File: src/tll_pkg.sv
// package: constants and carrier types for the three-wire latch loader
package tll_pkg;

	// ----------------------------------------
	// word layout
	// ----------------------------------------
	localparam int TLL_WORD_W = 24;
	localparam int TLL_SEL_LO = 0;
	localparam int TLL_SEL_HI = 1;

	// ----------------------------------------
	// latch select codes
	// ----------------------------------------
	localparam logic [1:0] TLL_SEL_CTRL = 2'h0;
	localparam logic [1:0] TLL_SEL_RCNT = 2'h1;
	localparam logic [1:0] TLL_SEL_NCNT = 2'h2;
	localparam logic [1:0] TLL_SEL_TEST = 2'h3;

	// ----------------------------------------
	// control latch fields (power-down and monitor source)
	// ----------------------------------------
	localparam int TLL_PD1_BIT = 20;
	localparam int TLL_PD2_BIT = 21;
	localparam int TLL_MON_LO = 5;
	localparam logic [TLL_WORD_W-1:0] TLL_LATCH_RST = 24'h00_0000;

	// monitor source codes
	localparam logic [2:0] TLL_MON_LOCK = 3'h1;
	localparam logic [2:0] TLL_MON_NDIV = 3'h2;
	localparam logic [2:0] TLL_MON_RDIV = 3'h4;

	// ----------------------------------------
	// band selection timing
	// ----------------------------------------
	localparam int TLL_BAND_CYCLES = 5;
	localparam logic [2:0] TLL_BAND_CNT_W3 = 3'h5;

	// ----------------------------------------
	// carriers
	// ----------------------------------------
	typedef struct packed {
		logic sclk;
		logic sdata;
		logic load;
	} tll_serial_s;

	typedef struct packed {
		logic bypass_closed;
		logic in1_closed;
		logic in2_closed;
	} tll_refsw_s;

endpackage

File: src/tll_loader.sv
// three-wire serial latch loader with power-down and monitor selection
module tll_loader
	import tll_pkg::*;
#(
	parameter int WORD_W = TLL_WORD_W
) (
	// clock and reset
	input wire logic sys_clk_in,
	input wire logic rst_in,
	// serial pins
	input wire tll_serial_s serial_in,
	input wire logic chip_enable_in,
	// internal analog-side status
	input wire logic lock_detect_in,
	input wire logic ndiv_scaled_in,
	input wire logic rdiv_scaled_in,
	input wire logic pfd_tick_in,
	// latch contents
	output logic [WORD_W-1:0] ctrl_latch_out,
	output logic [WORD_W-1:0] rcnt_latch_out,
	output logic [WORD_W-1:0] ncnt_latch_out,
	output logic [WORD_W-1:0] test_latch_out,
	// power and pins
	output logic powered_out,
	output logic charge_pump_oe_out,
	output tll_refsw_s ref_switch_out,
	output logic monitor_output_pin_out,
	output logic band_select_out
);

	// ----------------------------------------
	// pin synchronisers
	// ----------------------------------------
	tll_serial_s ser_s1_r, ser_s2_r, ser_s3_r;
	logic ce_s1_r, ce_s2_r;

	always_ff @(posedge sys_clk_in) begin
		ser_s1_r <= serial_in;
		ser_s2_r <= ser_s1_r;
		ser_s3_r <= ser_s2_r;
		ce_s1_r <= chip_enable_in;
		ce_s2_r <= ce_s1_r;
	end

	// edge detection looks at the second and third stages only
	wire sclk_rise = ser_s2_r.sclk & ~ser_s3_r.sclk;
	wire load_rise = ser_s2_r.load & ~ser_s3_r.load;

	// ----------------------------------------
	// shift register
	// ----------------------------------------
	logic [WORD_W-1:0] shift_r;
	wire [WORD_W-1:0] shift_nxt = {shift_r[WORD_W-2:0], ser_s3_r.sdata};

	// data is taken from the third stage: one cycle older than the second-stage sclk sample that shows the edge
	always_ff @(posedge sys_clk_in) begin
		if (rst_in) begin
			shift_r <= '0;
		end else if (sclk_rise) begin
			shift_r <= shift_nxt;
		end
	end

	shift_take_a: assert property (@(posedge sys_clk_in)
		disable iff (rst_in)
		sclk_rise |=> shift_r == $past(shift_nxt))
		else $error("shift register missed a serial clock edge");

	// ----------------------------------------
	// latch select decode
	// ----------------------------------------
	function automatic logic [3:0] sel_dec(input logic [1:0] sel);
		sel_dec = 4'h1 << sel;
	endfunction

	wire [1:0] latch_sel = {shift_r[TLL_SEL_HI], shift_r[TLL_SEL_LO]};
	wire [3:0] latch_hit = load_rise ? sel_dec(latch_sel) : 4'h0;

	logic [WORD_W-1:0] latch_r [4];

	genvar gi;
	generate
		for (gi = 0; gi < 4; gi++) begin : g_latch
			always_ff @(posedge sys_clk_in) begin
				if (rst_in) begin
					latch_r[gi] <= TLL_LATCH_RST;
				end else if (latch_hit[gi]) begin
					latch_r[gi] <= shift_r;
				end
			end
		end
	endgenerate

	// the test latch is stored but drives nothing internally
	assign ctrl_latch_out = latch_r[TLL_SEL_CTRL];
	assign rcnt_latch_out = latch_r[TLL_SEL_RCNT];
	assign ncnt_latch_out = latch_r[TLL_SEL_NCNT];
	assign test_latch_out = latch_r[TLL_SEL_TEST];

	latch_one_a: assert property (@(posedge sys_clk_in)
		disable iff (rst_in)
		$onehot0(latch_hit))
		else $error("more than one latch written");

	latch_hold_a: assert property (@(posedge sys_clk_in)
		disable iff (rst_in)
		!latch_hit[TLL_SEL_RCNT] |=> $stable(rcnt_latch_out))
		else $error("r counter latch changed without a load");

	test_hold_a: assert property (@(posedge sys_clk_in)
		disable iff (rst_in)
		!latch_hit[TLL_SEL_TEST] |=> $stable(test_latch_out))
		else $error("test latch changed without a load");

	ncnt_load_a: assert property (@(posedge sys_clk_in)
		disable iff (rst_in)
		load_rise && latch_sel == TLL_SEL_NCNT |=>
		ncnt_latch_out == $past(shift_r))
		else $error("n counter latch not loaded");

	// ----------------------------------------
	// power control
	// ----------------------------------------
	wire pd_bits_ok = ~ctrl_latch_out[TLL_PD1_BIT] &
		~ctrl_latch_out[TLL_PD2_BIT];
	wire power_nxt = ce_s2_r & pd_bits_ok;
	logic power_r;

	always_ff @(posedge sys_clk_in) begin
		if (rst_in) begin
			power_r <= 1'b0;
		end else begin
			power_r <= power_nxt;
		end
	end

	assign powered_out = power_r;
	assign charge_pump_oe_out = power_r;
	// reference input disconnected whenever powered down
	assign ref_switch_out = {~power_r, power_r, power_r};

	cp_off_a: assert property (@(posedge sys_clk_in)
		disable iff (rst_in)
		!ce_s2_r |=> !charge_pump_oe_out)
		else $error("charge pump driven while disabled");

	pd_bits_a: assert property (@(posedge sys_clk_in)
		disable iff (rst_in)
		ce_s2_r && !pd_bits_ok |=> !powered_out)
		else $error("powered up against power-down bits");

	ref_sw_a: assert property (@(posedge sys_clk_in)
		disable iff (rst_in)
		!powered_out |-> ref_switch_out == 3'b100)
		else $error("reference input loaded in power-down");

	ref_on_a: assert property (@(posedge sys_clk_in)
		disable iff (rst_in)
		powered_out |-> ref_switch_out == 3'b011)
		else $error("reference input cut while powered");

	// ----------------------------------------
	// band selection
	// ----------------------------------------
	wire power_up = power_nxt & ~power_r;
	wire n_update = latch_hit[TLL_SEL_NCNT];
	logic [2:0] band_cnt_r;
	wire band_busy = band_cnt_r != 3'h0;

	always_ff @(posedge sys_clk_in) begin
		if (rst_in) begin
			band_cnt_r <= 3'h0;
		end else if (~power_nxt) begin
			band_cnt_r <= 3'h0;
		end else if (power_up | n_update) begin
			band_cnt_r <= TLL_BAND_CNT_W3;
		end else if (band_busy & pfd_tick_in) begin
			band_cnt_r <= band_cnt_r - 3'h1;
		end
	end

	assign band_select_out = band_busy;

	band_start_a: assert property (@(posedge sys_clk_in)
		disable iff (rst_in)
		(n_update || power_up) && power_nxt |=>
		band_cnt_r == TLL_BAND_CNT_W3)
		else $error("band selection not started");

	band_step_a: assert property (@(posedge sys_clk_in)
		disable iff (rst_in)
		power_nxt && !power_up && !n_update && band_busy && pfd_tick_in
		|=> band_cnt_r == $past(band_cnt_r) - 3'h1)
		else $error("band selection missed a pfd cycle");

	// ----------------------------------------
	// monitor output
	// ----------------------------------------
	wire [2:0] mon_sel = ctrl_latch_out[TLL_MON_LO +: 3];
	wire mon_nxt = (mon_sel == TLL_MON_LOCK) ? lock_detect_in :
		(mon_sel == TLL_MON_NDIV) ? ndiv_scaled_in :
		(mon_sel == TLL_MON_RDIV) ? rdiv_scaled_in : 1'b0;
	logic mon_r;

	always_ff @(posedge sys_clk_in) begin
		if (rst_in) begin
			mon_r <= 1'b0;
		end else begin
			mon_r <= mon_nxt;
		end
	end

	assign monitor_output_pin_out = mon_r;

	mon_lock_a: assert property (@(posedge sys_clk_in)
		disable iff (rst_in)
		mon_sel == TLL_MON_LOCK && $stable(mon_sel)
		|=> monitor_output_pin_out == $past(lock_detect_in))
		else $error("monitor pin not showing lock detect");

	mon_ndiv_a: assert property (@(posedge sys_clk_in)
		disable iff (rst_in)
		mon_sel == TLL_MON_NDIV
		|=> monitor_output_pin_out == $past(ndiv_scaled_in))
		else $error("monitor pin not showing scaled rf");

	mon_rdiv_a: assert property (@(posedge sys_clk_in)
		disable iff (rst_in)
		mon_sel == TLL_MON_RDIV
		|=> monitor_output_pin_out == $past(rdiv_scaled_in))
		else $error("monitor pin not showing scaled reference");

	mon_none_a: assert property (@(posedge sys_clk_in)
		disable iff (rst_in)
		mon_sel != TLL_MON_LOCK && mon_sel != TLL_MON_NDIV &&
		mon_sel != TLL_MON_RDIV |=> !monitor_output_pin_out)
		else $error("monitor pin active with no source selected");

endmodule

File: config.mk
export PLATFORM = sky130hd
export DESIGN_NAME = tll_loader
export DESIGN_NICKNAME = d
export VERILOG_FILES = /design/src/tll_pkg.sv /design/src/tll_loader.sv
export SDC_FILE = /design/constraint.sdc
export NUM_CORES = 1
export LEC_CHECK = 0
export BUFFER_PORTS_ARGS = -buffer_cell sky130_fd_sc_hd__buf_2
export CAP_MARGIN = 20
export CORE_UTILIZATION = 48
export CTS_CLUSTER_DIAMETER = 80
export CTS_CLUSTER_SIZE = 40
export DETAILED_ROUTE_END_ITERATION = 16
export GPL_ROUTABILITY_DRIVEN = 0
export PLACE_DENSITY = 0.75
export SLEW_MARGIN = 20
export SYNTH_ARGS = -nofsm -noshare
export SYNTH_HDL_FRONTEND = slang
export SYNTH_SLANG_ARGS = --single-unit
File: constraint.sdc
create_clock -name sys_clk_in -period 1.7 [get_ports sys_clk_in]
set_input_delay 0 -clock sys_clk_in [delete_from_list [all_inputs] [get_ports sys_clk_in]]
set_output_delay 0 -clock sys_clk_in [all_outputs]
set_load 0.005 [all_outputs]
==> results.yml <==
run_status:
  status: "finished, final reports clean"
finish:
  n_antenna_cell: 0
  multi_input_area_um2: 1110
  drive_above_1_share: 0.338
  syn_to_final_growth_pct: 31.1
  regArea_um2: 3680
  nets: 516
  num-fill-cells: 725
  postLayoutCoreUtil: 0.653
synthesis:
  synth_xor_area_frac: 0.00178
  synth_compound_area_frac: 0.0359
  synth_common_cells: "edfxtp_1, and2_1, nand2_1"
  yosysSeqAreaShare: 0.749
  syn_inst: 361
  async_flop_share: 0
  ys_ff_latch: 136
  yosysMostFrequentCell: "edfxtp_1"
  synth_top_family_by_area: "simple AND/OR/NAND/NOR gates"
  synth_edf_count: 96
  synth_area_leader_cell: "edfxtp_1"
  synth_mux_area_frac: 0.00229
  synth_fa_ha_area_frac: 0.00509
  ys_types: 27
  synth.cell_area_um2: 4920
  yosysWarnings: 0
  synthSimpleGateAreaFrac: 0.178
  synthFlopType: "edfxtp_1"
  synthDominantCellAreaShare: 0.586
  syn_area_per_cell_um2: 13.6
  synthTopCellsByArea: "edfxtp_1, dfxtp_1, and2_1"
detailed_routing:
  wl_per_cell_um: 14.9
  vias: 3086
  drc: 0
  viasPerCell: 4.75
  drtAntennaViolNets: 0
  first_iter_violations: 154
  totalWireLength_um: 9660
  dr.pass1.iters: 4
pwr:
  power_density_nw_per_um2: 1230
  fin_total_pwr_mw: 7.90
  irDropWorstVdd_mv: 0.820
  power_leakage_nw: 2.70
floorplan:
  die_area_um2: 10700
  dieHeight_um: 103
  fp-row-count: 36
  coreArea_um2: 9860
  die_x_um: 103
  io_pins: 113
  initial_utilization: 0.498
grt:
  gr-total-overflow: 0
  antenna_found_initial: 0
  grt_usage: 0.195
  grt_pass1_wl_um: 14900
  first_global_vias: 2946
  grt_max_degree: 31
setup_path:
  worstRegToRegCells: 4
  critPathKind: "reg2reg"
  cp.arrival_ps: 2020
  startpoint_type: "register"
  critPathMaxFanout: 4
  cp-end-kind: "register"
  critPathRequiredTime_ps: 2150
clocking:
  post_cts_resized: 0
  cts_buffers: 17
  cts.path.max_buffers: 2
  clk_latency_ps: 510
  root_buffer: "clkbuf_8"
  postCtsSetupRepairBufs: 0
  cts_tree: "built"
  cts-hold-fix-buffers: 8
  cts_max_level: 4
  clkSinkCount: 136
  clk_pin_slew_ps: 60
timing:
  setup_viol: 0
  fmax_ghz: 0.640
  min_period_ps: 1560
  tns_ps: 0
  slew_violations: 0
  min_period_over_period: 0.919
  clock_skew_ps: 7.38
  report.final.hold_viol_count: 0
  rsz0062_at_grt: "no"
worst_hold_path:
  hold_path_class: "in2reg"
  holdPathStages: 2
job:
  maxCapViolCount: 0
placement:
  hpwl_um: 6350
  port-buffer-count: 112
sequential cells by signal, indices dropped and copies added (netlist names):
| name | count |
|---|---|
| shift_r | 24 |
| ce_s1_r | 1 |
| latch_r | 96 |
| ser_s2_r | 3 |
| ser_s3_r | 3 |
| band_cnt_r | 3 |
| ser_s1_r | 3 |
| ce_s2_r | 1 |
| charge_pump_oe_out | 1 |
| monitor_output_pin_out | 1 |
path summary, 6_finish.rpt:
path	from	to	slack, ps
max	latch_r[0][5]	monitor_output_pin_out	140
min reg2reg	ser_s2_r[1]	ser_s3_r[1]	330
min	serial_in[1]	ser_s1_r[1]	120
max reg2reg	latch_r[0][5]	monitor_output_pin_out	140
critical path: stages, from the launching register on:
cell	delay, ps
edfxtp_1	460
nor2_1	140
nand2_1	60
a221oi_1	260
dlygate4sd3_1	580
stage by stage:
stage | instance area [um2] | std cells | hold slack (ps) | setup slack [ps]
finish | 6450 | 650 | 121 | 138
floorplan | 4930 | 364 | 27.7 | 95.6
CTS | 6450 | 650 | 99.8 | 157
detailed placement | 5730 | 610 | 105 | 183
global placement | 5730 | 610 | 103 | 271
global route | 6450 | 650 | 119 | 44.5
logic make-up (layout without fill, tap and decap cells):
family          after synthesis  in the layout
buf+inv                      30            183
flops                       136            136
mux                           1              1
xor+xnor                      1              1
compound gates               32             32
simple gates                158            158
fa+ha+maj                     2              2
other cells                   1              4
power breakdown:
| group | internal, mW | switching, mW | total (mW) |
|---|---|---|---|
| Sequential | 3.65 | 0.0396 | 3.69 |
| Combinational | 0.132 | 0.173 | 0.305 |
| Clock | 2.55 | 1.35 | 3.90 |
cell usage in the layout (no fill, tap or decap), types with 3 or more instances in the layout:
master / instances
dfxtp_1: 40
a21oi_1: 26
buf_4: 23
and2_1: 88
conb_1: 4
bufinv_16: 5
dlygate4sd3_1: 8
edfxtp_1: 96
nor2_1: 6
clkbuf_16: 16
nand2_1: 51
clkinv_4: 4
buf_2: 112
inv_1: 8
inv_6: 3
area by class of cell:
| type | count | share of cell area |
|---|---|---|
| Multi-Input combinational cell | 198 | 0.173 |
| Clock inverter | 14 | 0.0344 |
| Sequential cell | 136 | 0.571 |
| Tap cell | 133 | 0.0258 |
| Inverter | 8 | 0.00466 |
| Timing Repair Buffer | 143 | 0.126 |
| Clock buffer | 18 | 0.0648 |
routing by layer:
metal / GRT usage / share of wire
met5: 0 / 0
met3: 0.0484 / 0.046
met4: 0.0834 / 0.013
met1: 0.233 / 0.42
met2: 0.338 / 0.52
No activity file was read; power rests on OpenSTA's default activity.
